===== config.mk =====
export PLATFORM = sky130hd
export DESIGN_NAME = dram_read_throttle
export DESIGN_NICKNAME = d
export VERILOG_FILES = /design/src/pkg/dram_read_throttle_pkg.sv /design/src/core/dram_read_throttle.sv
export VERILOG_INCLUDE_DIRS = /design/src /design/src/pkg
export SDC_FILE = /design/constraint.sdc
export NUM_CORES = 1
export LEC_CHECK = 0
export BUFFER_PORTS_ARGS = -buffer_cell sky130_fd_sc_hd__buf_2
export CAP_MARGIN = 30
export CORE_MARGIN = 2
export CORE_UTILIZATION = 55
export CTS_BUF_LIST = sky130_fd_sc_hd__clkbuf_2
export DETAILED_ROUTE_END_ITERATION = 16
export MAX_ROUTING_LAYER = met4
export PLACE_DENSITY = 0.79
export SYNTH_ARGS = -nofsm -noshare
export SYNTH_HDL_FRONTEND = slang
export SYNTH_SLANG_ARGS = --single-unit

===== constraint.sdc =====
create_clock -name clk_in -period 4 [get_ports clk_in]
set_input_delay 0.2 -clock clk_in [delete_from_list [all_inputs] [get_ports clk_in]]
set_output_delay 0.2 -clock clk_in [all_outputs]
set_load 0.05 [all_outputs]

===== src/pkg/dram_read_throttle_params.svh =====
// Register offsets, field positions and reset values of the read throttle block
`ifndef DRAM_READ_THROTTLE_PARAMS_SVH
`define DRAM_READ_THROTTLE_PARAMS_SVH

`define DRT_CTRL_LO_OFS     8'hD8
`define DRT_CTRL_HI_OFS     8'hDC
`define DRT_STATUS_OFS      8'hE0
`define DRT_CTRL_RESET      64'h0000_0000_0000_0000
`define DRT_CTRL_W          41
`define DRT_THR_MSB         40
`define DRT_THR_LSB         28
`define DRT_THR_SHIFT       15
`define DRT_DUR_MSB         27
`define DRT_DUR_LSB         22
`define DRT_MWIN_MSB        21
`define DRT_MWIN_LSB        15
`define DRT_MWIN_SHIFT      4
`define DRT_MAX_MSB         14
`define DRT_MAX_LSB         3
`define DRT_SEL_MSB         2
`define DRT_SEL_LSB         1
`define DRT_GO_BIT          0

`endif


===== src/pkg/dram_read_throttle_pkg.sv =====
// Types shared by the read throttle block
package dram_read_throttle_pkg;
	typedef enum logic [1:0] {
		SEL_OFF     = 2'b00,
		SEL_RSVD1   = 2'b01,
		SEL_COUNTER = 2'b10,
		SEL_RSVD3   = 2'b11
	} read_throttle_select_t;
endpackage


===== src/core/dram_read_throttle.sv =====
// Counter based DRAM read throttle with its control register
`timescale 1ns/1ps
`default_nettype none
`include "dram_read_throttle_params.svh"

module dram_read_throttle
	import dram_read_throttle_pkg::*;
#(
	parameter int GSW_W = 32
) (
	input  wire logic             clk_in,
	input  wire logic             rst_n_in,
	input  wire logic [7:0]       addr_in,
	input  wire logic [31:0]      wdata_in,
	input  wire logic             wr_in,
	input  wire logic             rd_in,
	output var  logic [31:0]      rdata_out,
	input  wire logic             rd_hexword_in,
	input  wire logic [GSW_W-1:0] global_read_sampling_window_in,
	output var  logic             read_block_out,
	output var  logic             throttle_active_out
);

	localparam int CNT_W = 13 + `DRT_THR_SHIFT;

	typedef struct packed {
		logic [`DRT_CTRL_W-1:0] ctrl;
		logic [31:0]            rdata;
		logic [GSW_W-1:0]       gwin_cnt;
		logic [CNT_W-1:0]       gread_cnt;
		logic [5:0]             dur_cnt;
		logic                   active;
		logic [10:0]            mwin_cnt;
		logic [11:0]            mread_cnt;
		logic                   block;
	} state_t;

	state_t r;
	state_t n;

	generate
		if (GSW_W < 1 || GSW_W > 32) begin : g_bad_width
			$error("GSW_W must lie between 1 and 32");
		end
	endgenerate

	function automatic logic [31:0] status_word(input state_t s);
		status_word = {4'h0, s.mread_cnt, 8'h00, s.dur_cnt, s.block, s.active};
	endfunction

	logic                  go;
	logic                  enabled;
	logic                  gend;
	logic [10:0]           mlen;
	logic                  mend;
	logic [CNT_W-1:0]      thr_val;
	logic [CNT_W-1:0]      gread_inc;
	logic [11:0]           mread_inc;
	logic [11:0]           max_val;
	logic [5:0]            dur_val;
	read_throttle_select_t sel;

	always_comb begin
		go        = r.ctrl[`DRT_GO_BIT];
		sel       = read_throttle_select_t'(r.ctrl[`DRT_SEL_MSB:`DRT_SEL_LSB]);
		enabled   = go && (sel == SEL_COUNTER);
		gend      = ({1'b0, r.gwin_cnt} + (GSW_W+1)'(1))
		            >= {1'b0, global_read_sampling_window_in};
		thr_val   = {r.ctrl[`DRT_THR_MSB:`DRT_THR_LSB], {`DRT_THR_SHIFT{1'b0}}};
		mlen      = {r.ctrl[`DRT_MWIN_MSB:`DRT_MWIN_LSB], {`DRT_MWIN_SHIFT{1'b0}}};
		mend      = (r.mwin_cnt == mlen - 11'd1);
		max_val   = r.ctrl[`DRT_MAX_MSB:`DRT_MAX_LSB];
		dur_val   = r.ctrl[`DRT_DUR_MSB:`DRT_DUR_LSB];
		gread_inc = (&r.gread_cnt) ? r.gread_cnt : r.gread_cnt + CNT_W'(rd_hexword_in);
		mread_inc = (&r.mread_cnt) ? r.mread_cnt : r.mread_cnt + 12'(rd_hexword_in);
	end

	always_comb begin
		n       = r;
		n.rdata = 32'h0000_0000;
		if (wr_in) begin
			if (addr_in == `DRT_CTRL_LO_OFS)
				n.ctrl[31:0] = wdata_in;
			else if (addr_in == `DRT_CTRL_HI_OFS)
				n.ctrl[`DRT_CTRL_W-1:32] = wdata_in[`DRT_CTRL_W-33:0];
		end
		if (rd_in) begin
			unique case (addr_in)
				`DRT_CTRL_LO_OFS: n.rdata = r.ctrl[31:0];
				`DRT_CTRL_HI_OFS: n.rdata = {{(64-`DRT_CTRL_W){1'b0}}, r.ctrl[`DRT_CTRL_W-1:32]};
				`DRT_STATUS_OFS:  n.rdata = status_word(r);
				default:          n.rdata = 32'h0000_0000;
			endcase
		end
		if (!enabled) begin
			// Stopped or off: all counters cleared
			n.gwin_cnt  = '0;
			n.gread_cnt = '0;
			n.dur_cnt   = 6'h00;
			n.active    = 1'b0;
			n.mwin_cnt  = 11'h000;
			n.mread_cnt = 12'h000;
			n.block     = 1'b0;
		end else begin
			// Global sampling window runs while enabled
			n.gwin_cnt  = gend ? '0 : r.gwin_cnt + GSW_W'(1);
			n.gread_cnt = gend ? '0 : gread_inc;
			if (!r.active) begin
				if (gread_inc >= thr_val && dur_val != 6'h00) begin
					n.active  = 1'b1;
					n.dur_cnt = dur_val;
				end
			end else if (gend) begin
				if (r.dur_cnt <= 6'h01) begin
					n.active  = 1'b0;
					n.dur_cnt = 6'h00;
				end else begin
					n.dur_cnt = r.dur_cnt - 6'h01;
				end
			end
			if (r.active && mlen != 11'h000) begin
				n.mwin_cnt  = mend ? 11'h000 : r.mwin_cnt + 11'h001;
				n.mread_cnt = mend ? 12'h000 : mread_inc;
			end else begin
				n.mwin_cnt  = 11'h000;
				n.mread_cnt = 12'h000;
			end
			n.block = n.active && (mlen != 11'h000) && (n.mread_cnt >= max_val);
		end
	end

	always_ff @(posedge clk_in or negedge rst_n_in) begin
		if (!rst_n_in) begin
			r       <= '0;
			r.ctrl  <= `DRT_CTRL_W'(`DRT_CTRL_RESET);
		end else begin
			r <= n;
		end
	end

	always_comb begin
		rdata_out           = r.rdata;
		read_block_out      = r.block;
		throttle_active_out = r.active;
	end
endmodule // dram_read_throttle
`default_nettype wire


==> run_results.csv, run 1 <==
group,metric,value,unit
logic_synthesis,ys_seq_elements,164,
global_routing,grt_max_degree,101,
logic_synthesis,syn_nets,1155,
sta,setup_viol,8,
clock_tree,cts_tree,"built",
worst_setup_path,end_kind,"flip-flop",
clock_tree,htree_levels,4,
sta,worst_pin_slew,1.21,ns
global_routing,grt_overflow,0,
logic_synthesis,ys_types,75,
sta,slew_headroom,18.7,%
power,p_per_area,245,nW/um2
logic_synthesis,synth_edf_count,0,
die,core_area,17200,um2
finish,syn2layout_area_growth,24.2,%
power,peakVddDrop,0.000211,V
sta,clock_skew,0.0457,ns
die,die_w,137,um
worst_setup_path,r2r_slack,-0.13,ns
clock_tree,numCtsBuffers,17,
sta,hold_violations,14,
hold_path,hp-class,"in2async",
sta,fmax,242,MHz
die,ios,111,
worst_setup_path,worstPathRequired,4.75,ns
clock_tree,clk_pin_slew,0.28,ns
detailed_routing,vias,8385,
logic_synthesis,synth_cells,1011,
worst_setup_path,reg2reg_from,"r[72]",
detailed_routing,wl_per_cell,17.5,um
finish,final_util,69.9,%
detailed_routing,drt-total-wl,25600,um
sta,period_minus_slack,4.13,ns
outcome,status,"finished with violations",
global_routing,grt_antenna_before_repair,1,
logic_synthesis,yosysMostFrequentCell,"dfrtp_1",
logic_synthesis,netlist_area,9690,um2
flow_run,maxCapViolCount,0,
logic_synthesis,async_reset_ff_share,100,%
clock_tree,clk_latency,0.85,ns
logic_synthesis,synth_top_cell_area_share,42.3,%
worst_setup_path,cp.arrival,4.88,ns
worst_setup_path,path_class,"reg2reg",
detailed_routing,first_pass_iters,5,
power,p_leak,6.11,nW
detailed_routing,via_per_inst,5.75,
worst_setup_path,rr_worst_depth,15,
place,io_buffer_count,110,
detailed_routing,first_iter_violations,761,
logic_synthesis,yosysTopAreaCell,"dfrtp_1",
worst_setup_path,timing.rr.end,"r[30]",
logic_synthesis,yosys_warnings,0,
die,num_rows,48,
outcome,violations,"hold timing, setup timing",
worst_setup_path,crit_top_cell,"or4_4",
finish,drive_gt1_share,27.7,%
sta,setup_tns,-0.491,ns
global_routing,grt_use_total,27.8,%
logic_synthesis,ys_top_cells_by_count,"dfrtp_1 (164), nor2_1 (93), nand2_1 (77), inv_1 (75), ha_1 (67)",
detailed_routing,drc,0,
worst_setup_path,cp-start-kind,"flip-flop",
sta,final.period_utilization,103,%
worst_setup_path,worstPathCellList,"and4_4 -> nand4_4 -> or4_4 -> buf_4 -> xnor2_2 -> ha_1 -> nand4_1 -> or4_4 -> nor4_4 -> a2111oi_4 -> clkbuf_16 -> buf_6 -> nor4_1 -> o2bb2ai_2 -> o22ai_1",
clock_tree,clock_path_buffers,2,
sta,setup_slack,-0.133,ns
die,fp.dieH,137,um
power,p_total,2.95,mW
sta,whs,-0.0110,ns
detailed_routing,drtAntennaViolNets,0,
die,dieArea,18700,um2
clock_tree,root_buffer,"clkbuf_2",
logic_synthesis,synth-seq-area-share,42.3,%
place,place.gp.congestion,0.976,
global_routing,grt_pass1_vias,8048,
sta,rsz0062_at_grt,"true",
logic_synthesis,synthFlopType,"dfrtp_1",
worst_setup_path,cpMaxStageDelayCell,"or4_4",
finish,layout.nets,1365,
clock_tree,clock-sinks,164,
die,initial_utilization,56.2,%
worst_setup_path,worst-path-max-fanout,6,
sta,drv_slew,0,
place,dp_hpwl,17700,um
logic_synthesis,synth_area_leaders,"dfrtp_1 (42%), ha_1 (8.6%), xnor2_1 (5.4%), nor2_1 (3.6%), nand2_1 (3.0%)",
global_routing,grt_pass1_wl,39200,um
logic_synthesis,synth_area_per_cell,9.59,um2
worst_setup_path,slowest_delay,0.56,ns
-- worst max-delay path, delay by kind of cell (launching register included) --
family                   cells  cell delay, ns
AND/OR/NAND/NOR              7            2.30
flip-flops                   1            0.40
AO/OA/AOI/OAI                3            0.37
buffers and inverters        3            0.49
XOR/XNOR                     1            0.14
adder cells (fa/ha/maj)      1            0.36
-- how the worst max path moves through the flow --
stage	from	end	slack, ns	depth (start not counted)
global placement	r[31]	r[25]	-0.11	17
global route	r[31]	read_block_out	-0.38	17
finish	r[72]	r[30]	-0.13	15
CTS	r[31]	read_block_out	-0.11	16
detailed placement	r[31]	r[25]	-0.25	17
floorplan	r[31]	r[25]	0.004	17
-- logic make-up (layout without fill, tap and decap cells) --
logic type | after synthesis | count (layout) | share of synthesized area, %
simple gates | 389 | 389 | 21.4
flops | 164 | 164 | 42.3
compound gates | 142 | 142 | 10.2
buf+inv | 139 | 360 | 6.85
xor+xnor | 85 | 85 | 7.68
fa+ha+maj | 67 | 67 | 8.65
mux | 25 | 25 | 2.90
other cells | 0 | 2 | 0
-- report_power, final --
part	switching, mW	total (mW)	internal (mW)
logic	0.128	0.239	0.111
clock network	0.642	1.00	0.359
registers	0.0243	1.71	1.69
-- repair_timing --
item	CTS	global route
buffers inserted	3	12
cloned	0	2
pin swaps	11	37
hold endpoints to repair	170	0
setup endpoints to repair	14	50
gates resized for setup	13	57
hold buffers	42	0
-- placed cells by master (no fill, tap or decap), types with 6 or more instances in the layout --
| cell | Yosys | final |
|---|---|---|
| dfrtp_1 | 164 | 164 |
| buf_2 | 3 | 109 |
| buf_4 | 33 | 92 |
| nor2_1 | 93 | 89 |
| inv_1 | 75 | 74 |
| nand2_1 | 77 | 73 |
| ha_1 | 67 | 65 |
| xnor2_1 | 60 | 53 |
| and3_1 | 46 | 44 |
| dlygate4sd3_1 | 0 | 42 |
| nand3_1 | 40 | 38 |
| o21ai_0 | 36 | 35 |
| nor2b_1 | 26 | 25 |
| a21oi_1 | 29 | 25 |
| mux2_2 | 25 | 25 |
| xor2_1 | 25 | 24 |
| nand4_1 | 22 | 22 |
| clkbuf_2 | 0 | 17 |
| nor3_1 | 19 | 15 |
| a22oi_1 | 13 | 12 |
| a21o_1 | 9 | 9 |
| nand2b_1 | 8 | 8 |
| a222oi_1 | 8 | 8 |
| buf_6 | 2 | 8 |
| xnor2_2 | 0 | 7 |
| and2_1 | 8 | 6 |
-- stage by stage --
step	cell area (um2)	setup WS, ns	cells	hold WS (ns)
after floorplan	9700	0.00356	1011	-0.0956
after global placement	10800	-0.112	1368	0.362
after detailed placement	10800	-0.250	1368	0.369
after CTS	11600	-0.109	1443	0.0196
after global routing	12000	-0.376	1458	0.0470
final	12000	-0.133	1459	-0.0110
-- layout make-up --
cell class,instances,area [um2]
multi-input cells,708,5270
fillers,1241,5190
flip-flops and latches,164,4100
repair buffers,255,1840
inverters,75,282
well taps,225,282
clock inverters,13,175
clock buffers,17,85.1
diodes,2,5.00
-- layer usage --
metal	GRT usage, %	part of all wire [%]	vias to the layer above
met5	-	0	-
met4	7.58	2.1	0
met3	5.15	7.1	55
met2	43.9	47	365
met1	37.0	44	4048
li1	-	-	3917
-- sequential cells by signal, summed over array words and instances, names as in the netlist --
name                 flops
rdata_out               32
read_block_out           1
go                       1
max_val                 12
throttle_active_out      1
dur_val                  6
r                      104
mlen                     7
(Power assumes the default switching activity.)
==> run 2: changes to the inputs <==
--- a/config.mk
+++ b/config.mk
@@ -13,7 +13,7 @@
 export CTS_BUF_LIST = sky130_fd_sc_hd__clkbuf_2
 export DETAILED_ROUTE_END_ITERATION = 16
 export MAX_ROUTING_LAYER = met4
-export PLACE_DENSITY = 0.79
+export PLACE_DENSITY = 0.76
 export SYNTH_ARGS = -nofsm -noshare
 export SYNTH_HDL_FRONTEND = slang
 export SYNTH_SLANG_ARGS = --single-unit
==> constraint.sdc (replaced) <==
create_clock -name clk_in -period 5 [get_ports clk_in]
set_input_delay 0.25 -clock clk_in [delete_from_list [all_inputs] [get_ports clk_in]]
set_output_delay 0.25 -clock clk_in [all_outputs]
set_load 0.05 [all_outputs]
==> run 2 against run 1 <==
Net effect:
- the flow now finishes without violations
- routed wire length down 10%
- combinational power down 26%
- first-iteration DRC count decreased by 35%
- sequential power decreased by 20%
- register-to-register slack better by 0.60 ns
- critical path type unchanged
- critical endpoint is now r[25]
==> run_results.csv, run 2 (synthesized netlist as in run 1, its figures left out) <==
group,metric,value,unit
finish,layout.nets,1279,
sta,rsz0062_at_grt,"false",
power,intPower,1.61,mW
place,place.gp.congestion,0.915,
worst_setup_path,end_kind,"flip-flop",
place,dp_hpwl,16600,um
clock_tree,clock_path_buffers,2,
power,power.switching,584,uW
power,p_per_area,200,nW/um2
sta,setup_tns,0,ns
finish,syn2layout_area_growth,12.9,%
detailed_routing,drtAntennaViolNets,0,
clock_tree,htree_levels,4,
detailed_routing,drt-total-wl,22900,um
die,core_area,17200,um2
finish,largest_reg_flops,104,
die,fp.dieH,137,um
die,num_rows,48,
die,die_w,137,um
global_routing,grt_max_degree,76,
flow_run,maxCapViolCount,0,
sta,clock_skew,0.0441,ns
worst_setup_path,path_class,"reg2reg",
sta,period_minus_slack,4.54,ns
detailed_routing,drc,0,
sta,setup_viol,0,
power,swShare,26.7,%
finish,drive_gt1_share,17.7,%
sta,final.period_utilization,90.7,%
clock_tree,clock-sinks,164,
outcome,status,"completed",
global_routing,grt_use_total,26.5,%
worst_setup_path,cp-start-kind,"flip-flop",
clock_tree,postCtsSetupBuffers,0,
sta,fmax,220,MHz
sta,drv_slew,0,
power,power_frac_seq,62.5,%
finish,mostFrequentLayoutCells,"dfrtp_1 (164), buf_2 (109), nor2_1 (93)",
place,place_ws,0.450,ns
worst_setup_path,worstPathRequired,5.64,ns
global_routing,grt_overflow,0,
finish,layout_commonest_cell,"dfrtp_1",
power,p_leak,5.36,nW
die,ios,111,
power,peakVddDrop,0.000116,V
detailed_routing,first_pass_iters,5,
power,p_clk_share,29.3,%
clock_tree,cts_tree,"built",
finish,top_register,"r",
hold_path,hp-class,"in2reg",
global_routing,grt_antenna_before_repair,1,
sta,setup_slack,0.463,ns
worst_setup_path,r2r_slack,0.46,ns
worst_setup_path,cp.arrival,5.18,ns
clock_tree,postCtsHoldBufs,42,
die,initial_utilization,56.2,%
power,comb_power_share,8.1,%
clock_tree,cts_resized,0,
clock_tree,clk_latency,0.74,ns
sta,hold_violations,0,
sta,worst_pin_slew,0.976,ns
global_routing,grt_pass1_wl,37400,um
sta,slew_headroom,34.9,%
place,io_buffer_count,110,
detailed_routing,vias,7716,
die,dieArea,18700,um2
worst_setup_path,worst-path-max-fanout,10,
detailed_routing,wl_per_cell,16.7,um
clock_tree,numCtsBuffers,17,
global_routing,grt_pass1_vias,7489,
clock_tree,root_buffer,"clkbuf_2",
detailed_routing,first_iter_violations,492,
detailed_routing,via_per_inst,5.62,
clock_tree,clk_pin_slew,0.23,ns
==> run 2: worst max-delay path, cell delays in order, from the launching register on <==
cell      delay, ns
dfrtp_1        0.40
ha_1           0.22
ha_1           0.29
nand3_4        0.16
or4_4          0.58
a21oi_2        0.19
nand2_1        0.12
nor2_1         0.12
xor2_1         0.10
ha_1           0.31
nand4_1        0.19
nor4_1         0.32
nand4_1        0.12
or4_1          0.49
nor4_2         0.22
nand2_1        0.26
a221oi_2       0.31
nor3_2         0.06
==> run 2: metal layers <==
metal	track usage (%)	vias to the layer above	wire length, um
met3	3.15	28	805
met5	-	-	0
met1	36.0	3759	10900
met4	7.35	0	442
met2	42.1	183	10700
li1	-	3746	-
==> run 2: area by class of cell <==
type / count / area (um2)
Timing Repair Buffer: 169 / 1140
Sequential cell: 164 / 4100
Clock buffer: 17 / 85.1
Inverter: 75 / 282
Tap cell: 225 / 282
Fill cell: 1409 / 6290
Clock inverter: 13 / 110
Multi-Input combinational cell: 708 / 4940
Antenna cell: 1 / 2.50
==> run 2: final timing paths <==
path	depth (start not counted)	to	from
min in group asynchronous	4	rdata_out[23]	rst_n_in
worst max register to register	17	r[25]	r[31]
max in group asynchronous	4	r[9]	rst_n_in
worst min register to register	1	r[13]	r[13]
worst max-delay path	17	r[25]	r[31]
worst min-delay path	5	rdata_out[18]	addr_in[4]
==> run 2: power groups by stage <==
| stage | Clock, mW | Sequential, mW | Combinational, mW |
|---|---|---|---|
| after global routing | 0.714 | 1.37 | 0.204 |
| after detailed placement | 0 | 1.39 | 0.151 |
| after floorplan | 0 | 1.38 | 0.0705 |
| after CTS | 0.662 | 1.37 | 0.177 |
| final | 0.642 | 1.37 | 0.178 |
| after global placement | 0 | 1.39 | 0.147 |
==> run 2: per-stage QoR <==
step           power, mW  instances  utilization (%)  cell area, um2  hold WS (ns)
3_5_place_dp        1.54       1297             59.7           10300        0.0873
2_1_floorplan       1.45       1011                -            9690       -0.0456
3_3_place_gp        1.54       1297             59.7           10300        0.0883
4_1_cts             2.21       1369             63.3           10900        0.0248
6_report            2.19       1372             63.5           10900         0.100
5_1_grt             2.29       1372             63.5           10900        0.0490
